**src/hdl/lfs_pkg.sv**
```systemverilog
package lfs_pkg;

    localparam int CLK_FREQ_KHZ = 25000;

    // Soft-start ramp times, typical, in ms
    localparam real SS_TIME_MS_0 = 1.75;
    localparam real SS_TIME_MS_1 = 10.5;
    localparam real SS_TIME_MS_2 = 21.0;
    localparam real SS_TIME_MS_3 = 40.2;
    localparam int SS_CYC_0 = $rtoi(SS_TIME_MS_0 * CLK_FREQ_KHZ + 0.5);
    localparam int SS_CYC_1 = $rtoi(SS_TIME_MS_1 * CLK_FREQ_KHZ + 0.5);
    localparam int SS_CYC_2 = $rtoi(SS_TIME_MS_2 * CLK_FREQ_KHZ + 0.5);
    localparam int SS_CYC_3 = $rtoi(SS_TIME_MS_3 * CLK_FREQ_KHZ + 0.5);

    // Ramp end point as a fraction of full_scale_span
    localparam int SS_TARGET_NUM = 2;
    localparam int SS_TARGET_DEN = 3;

    // Gain steps in tenths of a dB
    localparam logic [7:0] GAIN_STEP_TENTH_DB = 8'h03;
    localparam logic [7:0] GAIN_SPAN_TENTH_DB = 8'hc8;
    localparam logic [7:0] GAIN_CODE_MAX = 8'h42;

    // Register indices; byte address is four times the index
    localparam logic [15:0] IDX_CHA_SS_RAMP = 16'hfe2a;
    localparam logic [15:0] IDX_CHB_SS_RAMP = 16'hfe2b;
    localparam logic [15:0] IDX_CHA_NORM_LF_GAIN = 16'hfe2c;
    localparam logic [15:0] IDX_CHB_NORM_LF_GAIN = 16'hfe2d;
    localparam logic [15:0] IDX_CHA_NORM_ZERO = 16'hfe2e;
    localparam logic [15:0] IDX_CHB_NORM_ZERO = 16'hfe2f;
    localparam logic [15:0] IDX_CHA_NORM_POLE = 16'hfe30;
    localparam logic [15:0] IDX_CHB_NORM_POLE = 16'hfe31;
    localparam logic [15:0] IDX_CHA_NORM_HF_GAIN = 16'hfe32;
    localparam logic [15:0] IDX_CHB_NORM_HF_GAIN = 16'hfe33;
    localparam logic [15:0] IDX_CHA_LL_LF_GAIN = 16'hfe34;
    localparam logic [15:0] IDX_CHB_LL_LF_GAIN = 16'hfe35;
    localparam logic [15:0] IDX_STATUS = 16'hfe50;

    // Storage slots: slot = channel + 2 * field
    localparam int NUM_CHAN = 2;
    localparam int NUM_SLOT = 12;
    localparam int FLD_SS = 0;
    localparam int FLD_LF = 1;
    localparam int FLD_ZERO = 2;
    localparam int FLD_POLE = 3;
    localparam int FLD_HF = 4;
    localparam int FLD_LL_LF = 5;

    // Soft-start ramp field
    localparam int SS_CODE_LSB = 0;
    localparam int SS_CODE_W = 2;

    // Status register bit positions
    localparam int ST_BUSY_LSB = 0;
    localparam int ST_DONE_LSB = 2;
    localparam int ST_LL_LSB = 4;
    localparam int ST_GERR_LSB = 6;

    localparam logic [7:0] CFG_RESET = 8'h00;

    typedef enum logic [1:0] {
        LFS_SS_IDLE,
        LFS_SS_RAMP,
        LFS_SS_HOLD
    } lfs_ss_state_e;

endpackage

```
**src/hdl/lfs_loop_filter_cfg.sv**
```systemverilog
`timescale 1ns/1ns
module lfs_loop_filter_cfg #(
    parameter int REF_W = 12,
    parameter int SS_CYC_0 = lfs_pkg::SS_CYC_0,
    parameter int SS_CYC_1 = lfs_pkg::SS_CYC_1,
    parameter int SS_CYC_2 = lfs_pkg::SS_CYC_2,
    parameter int SS_CYC_3 = lfs_pkg::SS_CYC_3
) (
    input wire logic clk_sys,
    input wire logic reset,
    input wire logic [17:0] avs_address,
    input wire logic avs_read,
    input wire logic avs_write,
    input wire logic [31:0] avs_writedata,
    input wire logic [3:0] avs_byteenable,
    output logic [31:0] avs_readdata,
    output logic avs_waitrequest,
    input wire logic light_load_a,
    input wire logic light_load_b,
    input wire logic ss_start_a,
    input wire logic ss_start_b,
    input wire logic ss_stop_a,
    input wire logic ss_stop_b,
    output logic [REF_W-1:0] ss_ref_a,
    output logic [REF_W-1:0] ss_ref_b,
    output logic ss_busy_a,
    output logic ss_busy_b,
    output logic ss_done_a,
    output logic ss_done_b,
    output logic [7:0] lf_gain_a,
    output logic [7:0] lf_gain_b,
    output logic [7:0] lf_gain_tenth_db_a,
    output logic [7:0] lf_gain_tenth_db_b,
    output logic [7:0] zero_pos_a,
    output logic [7:0] zero_pos_b,
    output logic [7:0] pole_pos_a,
    output logic [7:0] pole_pos_b,
    output logic [7:0] hf_gain_a,
    output logic [7:0] hf_gain_b,
    output logic [7:0] hf_gain_tenth_db_a,
    output logic [7:0] hf_gain_tenth_db_b,
    output logic gain_err_a,
    output logic gain_err_b
);

    localparam int FULL_SCALE = (1 << REF_W) - 1;
    localparam int SS_TARGET = FULL_SCALE * lfs_pkg::SS_TARGET_NUM / lfs_pkg::SS_TARGET_DEN;
    localparam int SS_PER_0 = (SS_CYC_0 / SS_TARGET < 1) ? 1 : SS_CYC_0 / SS_TARGET;
    localparam int SS_PER_1 = (SS_CYC_1 / SS_TARGET < 1) ? 1 : SS_CYC_1 / SS_TARGET;
    localparam int SS_PER_2 = (SS_CYC_2 / SS_TARGET < 1) ? 1 : SS_CYC_2 / SS_TARGET;
    localparam int SS_PER_3 = (SS_CYC_3 / SS_TARGET < 1) ? 1 : SS_CYC_3 / SS_TARGET;
    localparam logic [REF_W-1:0] SS_TARGET_V = REF_W'(SS_TARGET);
    localparam logic [REF_W-1:0] REF_ZERO = '0;
    localparam logic [REF_W-1:0] REF_ONE = REF_W'(1);
    localparam logic [23:0] DIV_ONE = 24'h000001;

    // Maps a register index onto a storage slot
    function automatic logic [4:0] slot_of(input logic [15:0] idx);
        logic [15:0] rel;
        rel = idx - lfs_pkg::IDX_CHA_SS_RAMP;
        if (idx >= lfs_pkg::IDX_CHA_SS_RAMP && rel < 16'(lfs_pkg::NUM_SLOT)) begin
            slot_of = {1'b1, rel[3:0]};
        end else begin
            slot_of = 5'h00;
        end
    endfunction

    // Cycles between reference steps for a ramp code
    function automatic logic [23:0] ss_period(input logic [1:0] code);
        case (code)
            2'h0: ss_period = 24'(SS_PER_0);
            2'h1: ss_period = 24'(SS_PER_1);
            2'h2: ss_period = 24'(SS_PER_2);
            default: ss_period = 24'(SS_PER_3);
        endcase
    endfunction

    // Flags a gain code beyond the defined span
    function automatic logic gain_over(input logic [7:0] code);
        gain_over = (code > lfs_pkg::GAIN_CODE_MAX);
    endfunction

    // Clamps a gain code to the defined span
    function automatic logic [7:0] gain_clamp(input logic [7:0] code);
        gain_clamp = gain_over(code) ? lfs_pkg::GAIN_CODE_MAX : code;
    endfunction

    logic [7:0] cfg_reg [lfs_pkg::NUM_SLOT];
    logic ack_reg;
    logic [31:0] rdata_reg;
    logic [15:0] bus_idx;
    logic [4:0] bus_slot;
    logic cfg_hit;
    logic status_hit;
    logic rd_take;
    logic wr_cfg;
    logic [7:0] status;
    logic [7:0] rd_byte;
    logic [1:0] light_load;
    logic [1:0] ss_start;
    logic [1:0] ss_stop;
    logic [1:0] busy;
    logic [1:0] done;
    logic [1:0] gerr;
    logic [REF_W-1:0] ref_out [lfs_pkg::NUM_CHAN];
    logic [7:0] lf_out [lfs_pkg::NUM_CHAN];
    logic [7:0] lf_db_out [lfs_pkg::NUM_CHAN];
    logic [7:0] zero_out [lfs_pkg::NUM_CHAN];
    logic [7:0] pole_out [lfs_pkg::NUM_CHAN];
    logic [7:0] hf_out [lfs_pkg::NUM_CHAN];
    logic [7:0] hf_db_out [lfs_pkg::NUM_CHAN];

    assign bus_idx = avs_address[17:2];
    assign bus_slot = slot_of(bus_idx);
    assign light_load = {light_load_b, light_load_a};
    assign ss_start = {ss_start_b, ss_start_a};
    assign ss_stop = {ss_stop_b, ss_stop_a};

    // Address decode: slot hit shared by the read and write paths, status hit used by reads only
    assign cfg_hit = bus_slot[4];
    assign status_hit = (bus_idx == lfs_pkg::IDX_STATUS);

    // Bus slave: one wait cycle, then the answer
    assign avs_waitrequest = (avs_read | avs_write) & ~ack_reg;
    assign avs_readdata = rdata_reg;

    // Read capture in the wait cycle, write on the acknowledge edge
    assign rd_take = avs_read & ~ack_reg;
    assign wr_cfg = avs_write & ack_reg & avs_byteenable[0] & cfg_hit;

    always_ff @(posedge clk_sys) begin
        if (reset) begin
            ack_reg <= 1'b0;
        end else if ((avs_read | avs_write) & ~ack_reg) begin
            ack_reg <= 1'b1;
        end else begin
            ack_reg <= 1'b0;
        end
    end

    // Status byte built from its field positions
    always_comb begin
        status = 8'h00;
        status[lfs_pkg::ST_BUSY_LSB +: lfs_pkg::NUM_CHAN] = busy;
        status[lfs_pkg::ST_DONE_LSB +: lfs_pkg::NUM_CHAN] = done;
        status[lfs_pkg::ST_LL_LSB +: lfs_pkg::NUM_CHAN] = light_load;
        status[lfs_pkg::ST_GERR_LSB +: lfs_pkg::NUM_CHAN] = gerr;
    end

    // Read byte for the addressed register
    always_comb begin
        rd_byte = 8'h00;
        if (cfg_hit) begin
            rd_byte = cfg_reg[bus_slot[3:0]];
        end else if (status_hit) begin
            rd_byte = status;
        end
    end

    // Read data are captured in the wait cycle and held until the next read
    always_ff @(posedge clk_sys) begin
        if (reset) begin
            rdata_reg <= 32'h00000000;
        end else if (rd_take) begin
            rdata_reg <= {24'h000000, rd_byte};
        end
    end

    // Configuration store; a write lands on the acknowledge edge
    always_ff @(posedge clk_sys) begin
        if (reset) begin
            for (int i = 0; i < lfs_pkg::NUM_SLOT; i++) begin
                cfg_reg[i] <= lfs_pkg::CFG_RESET;
            end
        end else if (wr_cfg) begin
            // Whole byte kept, reserved ramp bits included
            cfg_reg[bus_slot[3:0]] <= avs_writedata[7:0];
        end
    end

    generate
        for (genvar ch = 0; ch < lfs_pkg::NUM_CHAN; ch++) begin : g_ch
            localparam int S_SS = ch + 2 * lfs_pkg::FLD_SS;
            localparam int S_LF = ch + 2 * lfs_pkg::FLD_LF;
            localparam int S_ZERO = ch + 2 * lfs_pkg::FLD_ZERO;
            localparam int S_POLE = ch + 2 * lfs_pkg::FLD_POLE;
            localparam int S_HF = ch + 2 * lfs_pkg::FLD_HF;
            localparam int S_LL = ch + 2 * lfs_pkg::FLD_LL_LF;

            lfs_pkg::lfs_ss_state_e state_reg;
            logic [REF_W-1:0] ref_reg;
            logic [23:0] div_reg;
            logic [23:0] per_reg;
            logic done_reg;
            logic tick;
            logic [7:0] lf_sel;
            logic [7:0] lf_reg;
            logic [7:0] lf_db_reg;
            logic [7:0] zero_reg;
            logic [7:0] pole_reg;
            logic [7:0] hf_reg;
            logic [7:0] hf_db_reg;
            logic gerr_reg;
            logic [1:0] ss_code;
            logic [23:0] per_sel;
            logic [REF_W-1:0] ref_inc;
            logic at_target;
            logic [7:0] lf_clamp;
            logic [7:0] hf_clamp;

            // Step enable from the ramp-rate divider
            assign tick = (state_reg == lfs_pkg::LFS_SS_RAMP) && (div_reg == DIV_ONE);

            // Ramp period for the code now in the register
            assign ss_code = cfg_reg[S_SS][lfs_pkg::SS_CODE_LSB +: lfs_pkg::SS_CODE_W];
            assign per_sel = ss_period(ss_code);

            // Next reference step and end-of-ramp test
            assign ref_inc = ref_reg + REF_ONE;
            assign at_target = (ref_inc == SS_TARGET_V);

            always_ff @(posedge clk_sys) begin
                if (reset) begin
                    div_reg <= DIV_ONE;
                end else if (ss_start[ch] || tick) begin
                    div_reg <= ss_start[ch] ? per_sel : per_reg;
                end else if (state_reg == lfs_pkg::LFS_SS_RAMP) begin
                    div_reg <= div_reg - DIV_ONE;
                end
            end

            // Ramp period is sampled at start so a rewrite waits for the next ramp
            always_ff @(posedge clk_sys) begin
                if (reset) begin
                    per_reg <= DIV_ONE;
                end else if (ss_start[ch]) begin
                    per_reg <= per_sel;
                end
            end

            // Soft-start sequencer: stop wins over start
            always_ff @(posedge clk_sys) begin
                if (reset) begin
                    state_reg <= lfs_pkg::LFS_SS_IDLE;
                    ref_reg <= REF_ZERO;
                    done_reg <= 1'b0;
                end else if (ss_stop[ch]) begin
                    state_reg <= lfs_pkg::LFS_SS_IDLE;
                    ref_reg <= REF_ZERO;
                    done_reg <= 1'b0;
                end else if (ss_start[ch]) begin
                    state_reg <= lfs_pkg::LFS_SS_RAMP;
                    ref_reg <= REF_ZERO;
                    done_reg <= 1'b0;
                end else begin
                    case (state_reg)
                        lfs_pkg::LFS_SS_IDLE: begin
                            ref_reg <= REF_ZERO;
                        end
                        lfs_pkg::LFS_SS_RAMP: begin
                            if (tick) begin
                                ref_reg <= ref_inc;
                                if (at_target) begin
                                    state_reg <= lfs_pkg::LFS_SS_HOLD;
                                    done_reg <= 1'b1;
                                end
                            end
                        end
                        lfs_pkg::LFS_SS_HOLD: begin
                            ref_reg <= SS_TARGET_V;
                        end
                        default: begin
                            state_reg <= lfs_pkg::LFS_SS_IDLE;
                        end
                    endcase
                end
            end

            // Light-load indication from outside picks the LF gain slot; HF gain, zero and pole stay unchanged
            assign lf_sel = light_load[ch] ? cfg_reg[S_LL] : cfg_reg[S_LF];

            // Gain codes limited to the defined span
            assign lf_clamp = gain_clamp(lf_sel);
            assign hf_clamp = gain_clamp(cfg_reg[S_HF]);

            // Applied coefficients, one channel's slots only
            always_ff @(posedge clk_sys) begin
                if (reset) begin
                    lf_reg <= lfs_pkg::CFG_RESET;
                    zero_reg <= lfs_pkg::CFG_RESET;
                    pole_reg <= lfs_pkg::CFG_RESET;
                    hf_reg <= lfs_pkg::CFG_RESET;
                end else begin
                    lf_reg <= lf_clamp;
                    zero_reg <= cfg_reg[S_ZERO];
                    pole_reg <= cfg_reg[S_POLE];
                    hf_reg <= hf_clamp;
                end
            end

            // Gain in tenths of a dB and out-of-span flag
            always_ff @(posedge clk_sys) begin
                if (reset) begin
                    lf_db_reg <= 8'h00;
                    hf_db_reg <= 8'h00;
                    gerr_reg <= 1'b0;
                end else begin
                    lf_db_reg <= 8'(lf_clamp * lfs_pkg::GAIN_STEP_TENTH_DB);
                    hf_db_reg <= 8'(hf_clamp * lfs_pkg::GAIN_STEP_TENTH_DB);
                    gerr_reg <= gain_over(lf_sel) || gain_over(cfg_reg[S_HF]);
                end
            end

            assign busy[ch] = (state_reg == lfs_pkg::LFS_SS_RAMP);
            assign done[ch] = done_reg;
            assign gerr[ch] = gerr_reg;
            assign ref_out[ch] = ref_reg;
            assign lf_out[ch] = lf_reg;
            assign lf_db_out[ch] = lf_db_reg;
            assign zero_out[ch] = zero_reg;
            assign pole_out[ch] = pole_reg;
            assign hf_out[ch] = hf_reg;
            assign hf_db_out[ch] = hf_db_reg;
        end
    endgenerate

    assign ss_ref_a = ref_out[0];
    assign ss_ref_b = ref_out[1];
    assign ss_busy_a = busy[0];
    assign ss_busy_b = busy[1];
    assign ss_done_a = done[0];
    assign ss_done_b = done[1];
    assign lf_gain_a = lf_out[0];
    assign lf_gain_b = lf_out[1];
    assign lf_gain_tenth_db_a = lf_db_out[0];
    assign lf_gain_tenth_db_b = lf_db_out[1];
    assign zero_pos_a = zero_out[0];
    assign zero_pos_b = zero_out[1];
    assign pole_pos_a = pole_out[0];
    assign pole_pos_b = pole_out[1];
    assign hf_gain_a = hf_out[0];
    assign hf_gain_b = hf_out[1];
    assign hf_gain_tenth_db_a = hf_db_out[0];
    assign hf_gain_tenth_db_b = hf_db_out[1];
    assign gain_err_a = gerr[0];
    assign gain_err_b = gerr[1];

endmodule

```
**config.mk**
```make
export PLATFORM = sky130hd
export DESIGN_NAME = lfs_loop_filter_cfg
export DESIGN_NICKNAME = d
export VERILOG_FILES = /design/src/hdl/lfs_pkg.sv /design/src/hdl/lfs_loop_filter_cfg.sv
export SDC_FILE = /design/constraint.sdc
export NUM_CORES = 1
export LEC_CHECK = 0
export CORE_AREA = 2 2 155 157
export CTS_CLUSTER_DIAMETER = 40
export DETAILED_ROUTE_END_ITERATION = 8
export DIE_AREA = 0 0 157 159
export DONT_BUFFER_PORTS = 1
export PLACE_DENSITY = 0.87
export SKIP_CTS_REPAIR_TIMING = 1
export SLEW_MARGIN = 20
export SYNTH_ARGS = -nofsm -noshare
export SYNTH_HDL_FRONTEND = slang
export SYNTH_SLANG_ARGS = --single-unit
export TNS_END_PERCENT = 50
```
**constraint.sdc**
```tcl
create_clock -name clk_sys -period 7.5 [get_ports clk_sys]
set_input_delay 1.5 -clock clk_sys [delete_from_list [all_inputs] [get_ports clk_sys]]
set_output_delay 1.5 -clock clk_sys [all_outputs]
set_load 0.02 [all_outputs]
```
==> out/qor.txt, run 1 <==
Unrepaired setup endpoints after global routing - no
Final setup TNS - 0 ps
1st-iter DRT viols - 1,613
WS Path Type - primary input to flip-flop
FP Rows - 56
Critical path, cell by cell - inv_1 -> ha_1 -> nand2_1 -> a211o_1 -> nand3_1 -> nand4_1 -> nor3_1 -> or2_2
Routed wire length - 38,500 µm
Crit share post-route - 60.8%
# diodes - 0
Slew margin rel. - 25.3%
Initial Utilization - 67.7%
Max stage delay cell, worst path - nor3_1
I/O pins - 223
Gp weighted congestion - 0.937
Clock buffer count from CTS - 41
Die Span X - 157 µm
Fill cells - 1,549
Family with the most delay on the worst path - simple AND/OR/NAND/NOR gates
Crit path required time - 7740 ps
WP buf/inv - 1
Library cells used by synthesis - 75
P per Cell Area - 250 nW/µm²
Sink Count - 325
Outcome - completed
IR drop worst, VDD - 0.260 mV
Worst EP arrival - 4800 ps
First-pass GRT wire length - 61,200 µm
Max-slew violation count - 0
Worst hold-check path type - flip-flop to flip-flop
Largest net degree at the start of global routing - 148
Cell area after synthesis - 15,700 µm²
Gr usage total - 30.3%
Max-Cap Viols - 0
Worst skew pair latency - 550 ps
Most used DFF post-synth - dfxtp_1
CTS tree - yes
Vias per inst - 6.32
Fraction of registers with async set/reset - 0%
Die ar. - 25,000 µm²
Post-synth EDFFs - 96
CORE AREA - 23,200 µm²
Critical path startpoint category - primary input
Antenna violations before repair - 0
Top-count cell post-synth - dfxtp_1
Clock Path Buffers - 3
CP max stage delay - 1070 ps
Final Hold Vio Count - 0
Setup violations, final - 0
Clk_skew - 24.6 ps
Reg clk slew, reported paths - 60 ps
Synth area leaders - dfxtp_1 (29%), edfxtp_1 (18%), and2_1 (5.5%)
Buffers on Ports - 0
Via count - 12,300
Synthesized area per cell - 9.62 µm²
Post-synthesis sequential area ratio - 47.5%
Nets - 1,714
Cell count after synthesis - 1,633
Commonest cells in the netlist - dfxtp_1 (229), nor2_1 (148), and2_1 (139), edfxtp_1 (96), nand2_1 (93)
Post-DRT Antenna Nets - 0
Seq cells post-synth - 325
Crit end category - flip-flop
Detailed-router iteration count before antenna repair - 9
Area leader, netlist - dfxtp_1
Synth Warn # - 0
Vias in the first global route - 11,800
Average wire per standard cell - 19.8 µm
Drc violations - 0
Clock root buffer - clkbuf_16
Die H - 159 µm
Pin slew with the least headroom to its limit - 1110 ps
Synth top area share - 29.2%
H-tree depth - 2
Dpl hpwl - 25,800 µm
Post-route setup slack - 2940 ps
Share of cells above drive strength 1 - 8.96%
Area Overhead vs Synth - 8.17%
Max reg flops - 96
Min cycle time layout - 4560 ps
Grt total ovfl - 0
Lkg Pwr - 6.61 nW
CP Max Fanout - 37
Setup WS pre-CTS - 2620 ps
Max Clock Freq - 219 MHz
[worst paths after layout]
| kind | from | end | slack, ps | depth (start not counted) |
|---|---|---|---|---|
| max | avs_address[3] | cfg_reg[5][0] | 2940 | 8 |
| min | g_ch[0].per_reg[13] | g_ch[0].per_reg[13] | 450 | 1 |
| max reg2reg | cfg_reg[3][2] | lf_gain_tenth_db_b[7] | 4280 | 12 |
| min reg2reg | g_ch[0].per_reg[13] | g_ch[0].per_reg[13] | 450 | 1 |
[layer usage]
metal  GRT usage [%]  part of all wire, %  up-vias
met3            7.29                  9.0      124
met4            11.6                  3.7        0
met1            37.7                   38     5863
met5               0                    0        -
met2            51.1                   49      621
li1                -                    -     5694
[worst reg2reg max path: cells and delay by family (launching register included)]
kind,cells,cell delay [ps]
flip-flops,1,510
AND/OR/NAND/NOR,3,440
adder cells (fa/ha/maj),2,720
AO/OA/AOI/OAI,6,1290
XOR/XNOR,1,150
[power by group]
part	total [W]	switching, W	leakage, nW	internal (W)
logic	0.000368	0.000233	3.07	0.000135
clock network	0.00192	0.000778	0.665	0.00115
registers	0.00195	0.0000855	2.87	0.00187
[cells by family (layout without fill, tap and decap cells)]
group | Yosys count | in the layout | share of synthesized area [%]
xor gates and xnor gates | 30 | 30 | 1.67
other | 1 | 28 | 0.0239
DFF | 325 | 325 | 47.5
adders and majority gates | 53 | 53 | 4.41
AOI/OAI and AO/OA | 312 | 312 | 12.5
muxes | 54 | 54 | 4.94
and+or+nand+nor | 696 | 696 | 23.8
buffers and inverters | 162 | 131 | 5.06
[per-stage QoR]
step	utilization, %	hold WS (ps)	cell area, µm²	cells	power [W]
floorplan	-	421	15800	1660	0.00230
global placement	67.5	434	15700	1873	0.00233
detailed placement	67.5	435	15700	1873	0.00234
CTS	73.2	455	17000	1948	0.00425
global route	73.3	464	17000	1948	0.00437
finish	73.3	449	17000	1948	0.00425
[layout by cell type (no fill, tap or decap), drive strengths merged, types with 20 or more instances in the layout]
cell,netlist,routed
and2,140,140
nand2,93,93
a211oi,22,22
or2,29,29
o21ai,84,84
a21oi,89,89
nor2b,59,59
or3,21,21
inv,48,58
clkbuf,68,56
dfxtp,229,229
nand3,31,31
a31oi,20,20
conb,1,28
nor2,149,149
nor4,35,35
ha,49,49
edfxtp,96,96
nor3,68,68
mux2i,28,28
[cell type report]
type,instances,area (µm²),area share [%]
inverter,48,180,1.06
multi-input combinational,1173,7550,44.5
timing repair buffer,8,60.1,0.353
sequential,325,7470,43.9
tap,319,399,2.35
clock buffer,56,1130,6.65
clock inverter,19,201,1.19
Note: power is estimated with default switching activity, not from simulation.
==> run 2, diff against run 1 <==
Settings changed: CORE_AREA 2 2 155 157 to 2 2 160 162, DIE_AREA 0 0 157 159 to 0 0 162 164, PLACE_DENSITY 0.87 to 0.82.
Clock period 7.5 ns to 4.2 ns, I/O delays scaled along.
==> out/qor.txt, run 2 (same netlist as run 1, synthesis figures left out) <==
Die ar. - 26,600 µm² (+6.4%)
Nets - 1,728 (+0.82%)
CP Max Fanout - 12 (-68%)
Max-slew violation count - 0 (unchanged)
Routed wire length - 38,200 µm (-0.85%)
Unrepaired setup endpoints after global routing - no
Crit end category - flip-flop
Post-DRT Antenna Nets - 0 (unchanged)
Max Clock Freq - 318 MHz
Vias in the first global route - 11,600 (-1.3%)
Pin slew with the least headroom to its limit - 985 ps (-126 ps)
Detailed-router iteration count before antenna repair - 6 (-3)
Reg clk slew, reported paths - 60 ps (about the same)
Clk_skew - 17.1 ps (-7.46 ps)
Crit share post-route - 74.9%
Critical path startpoint category - flip-flop
Max-Cap Viols - 0 (unchanged)
Drc violations - 0 (unchanged)
Clock buffer count from CTS - 42 (+2.4%)
Flop2flop setup slack - 1050 ps (-3230 ps)
Gr usage total - 28.1% (-2.2 points)
Worst hold-check path type - primary input to flip-flop
Worst r2r src - cfg_reg[8][5]
First-pass GRT wire length - 59,900 µm (-2.1%)
Worst Hold Slack - 381 ps (-67.6 ps)
Share of cells above drive strength 1 - 9.98% (+1.0 points)
Area Overhead vs Synth - 9.28%
Grt total ovfl - 0 (unchanged)
1st-iter DRT viols - 1,299 (-19%)
Buffers on Ports - 0 (unchanged)
Sink Count - 325 (unchanged)
Max reg flops - 96 (unchanged)
Average wire per standard cell - 19.3 µm (-2.2%)
Setup WS pre-CTS - 796 ps (-1820 ps)
Slew margin rel. - 33.7% (+8.4 points)
Initial Utilization - 63.3% (-4.4 points)
Most frequent cells in the layout - dfxtp_1 (229), nor2_1 (147), and2_1 (139)
H-tree depth - 2 (unchanged)
Worst EP arrival - 3560 ps (-1240 ps)
Gp weighted congestion - 0.890 (-5.0%)
IR drop worst, VDD - 0.402 mV (+54%)
Largest net degree at the start of global routing - 148 (unchanged)
Die Span X - 162 µm (+3.2%)
Lkg Pwr - 6.68 nW (+1.1%)
Post-route setup slack - 1050 ps (-1890 ps)
I/O pins - 223 (unchanged)
Antenna violations before repair - 0 (unchanged)
Hold Path Cell Cnt - 1 (unchanged)
# diodes - 0 (unchanged)
WHS Endpoint - zero_pos_b[0]
Reg2reg end - hf_gain_tenth_db_a[7]
Setup violations, final - 0 (unchanged)
Most common cell after layout, fill and taps aside - dfxtp_1
FF-to-FF path depth - 12 (unchanged)
WS Path Type - flip-flop to flip-flop
CORE AREA - 24,800 µm² (+7.0%)
Final Hold Vio Count - 0 (unchanged)
P per Cell Area - 445 nW/µm² (+78%)
FP Rows - 58 (+3.6%)
Min cycle time layout - 3150 ps
Outcome - completed
Die H - 164 µm (+3.1%)
Vias per inst - 6.14 (-2.8%)
Worst skew pair latency - 530 ps (-20 ps)
Min-delay src - reset
Via count - 12,100 (-1.6%)
Dpl hpwl - 26,000 µm (+1.1%)
Clock root buffer - clkbuf_16
CTS tree - yes
Crit path required time - 4620 ps (-3120 ps)
Clock Path Buffers - 3 (unchanged)
-- run 2: changes by cell type in the layout (fill, tap and decap cells not counted), moves of 2 or more --
cell / change
buf_4: +13
clkinv_8: +3
clkbuf_1: -2
inv_8: +2
clkbuf_8: +2
clkbuf_2: -2
clkinv_4: -3
clkinvlp_4: +4
-- run 2: worst max-delay path by stage --
stage / start / cells past startpoint / end / slack, ps
floorplan: avs_address[3] / 13 / cfg_reg[11][0] / -30
global placement: avs_address[3] / 9 / cfg_reg[10][3] / 880
detailed placement: avs_address[3] / 9 / cfg_reg[10][3] / 800
CTS: cfg_reg[8][5] / 12 / hf_gain_tenth_db_a[7] / 1050
global route: cfg_reg[3][2] / 12 / lf_gain_tenth_db_b[7] / 830
finish: cfg_reg[8][5] / 12 / hf_gain_tenth_db_a[7] / 1050
-- run 2: through the flow --
step | total power (W) | instances | instance area, µm² | setup TNS (ps) | utilization (%)
after floorplan | 0.00410 | 1660 | 15800 | -1550 | -
after global placement | 0.00417 | 1897 | 15800 | 0 | 63.5
after detailed placement | 0.00419 | 1897 | 15800 | 0 | 63.5
after CTS | 0.00766 | 1974 | 17200 | 0 | 69.2
after global routing | 0.00789 | 1974 | 17200 | 0 | 69.2
final | 0.00765 | 1974 | 17200 | 0 | 69.2
-- run 2: cell type report --
class / count / area [µm²]
multi-input combinational: 1173 / 7560
sequential: 325 / 7470
clock buffer: 53 / 1130
timing repair buffer: 21 / 158
clock inverter: 24 / 259
tap: 330 / 413
inverter: 48 / 180
fill: 1832 / 7650
-- run 2: report_power, final --
group,internal [W],switching [W]
registers,0.00334,0.000154
clock network,0.00208,0.00142
logic,0.000246,0.000410
-- run 2: layer usage --
layer  up-vias  routed length, µm  global-route usage [%]
li1       5719                  -                       -
met1      5784              15100                    35.2
met2       517              18900                    48.0
met3        91               2900                    5.96
met4         0               1310                    10.7
met5         -                  0                       0
-- run 2: critical path, stage by stage, from the launching register on --
cell and delay, ps:
edfxtp_1 450, nor4_1 310, nand2_1 80, a21o_1 310, or2_2 380, ha_1 230, fa_1 410, a21o_1 170
a21oi_1 220, o21bai_1 90, a21oi_1 190, xnor2_1 140, nor2_1 50
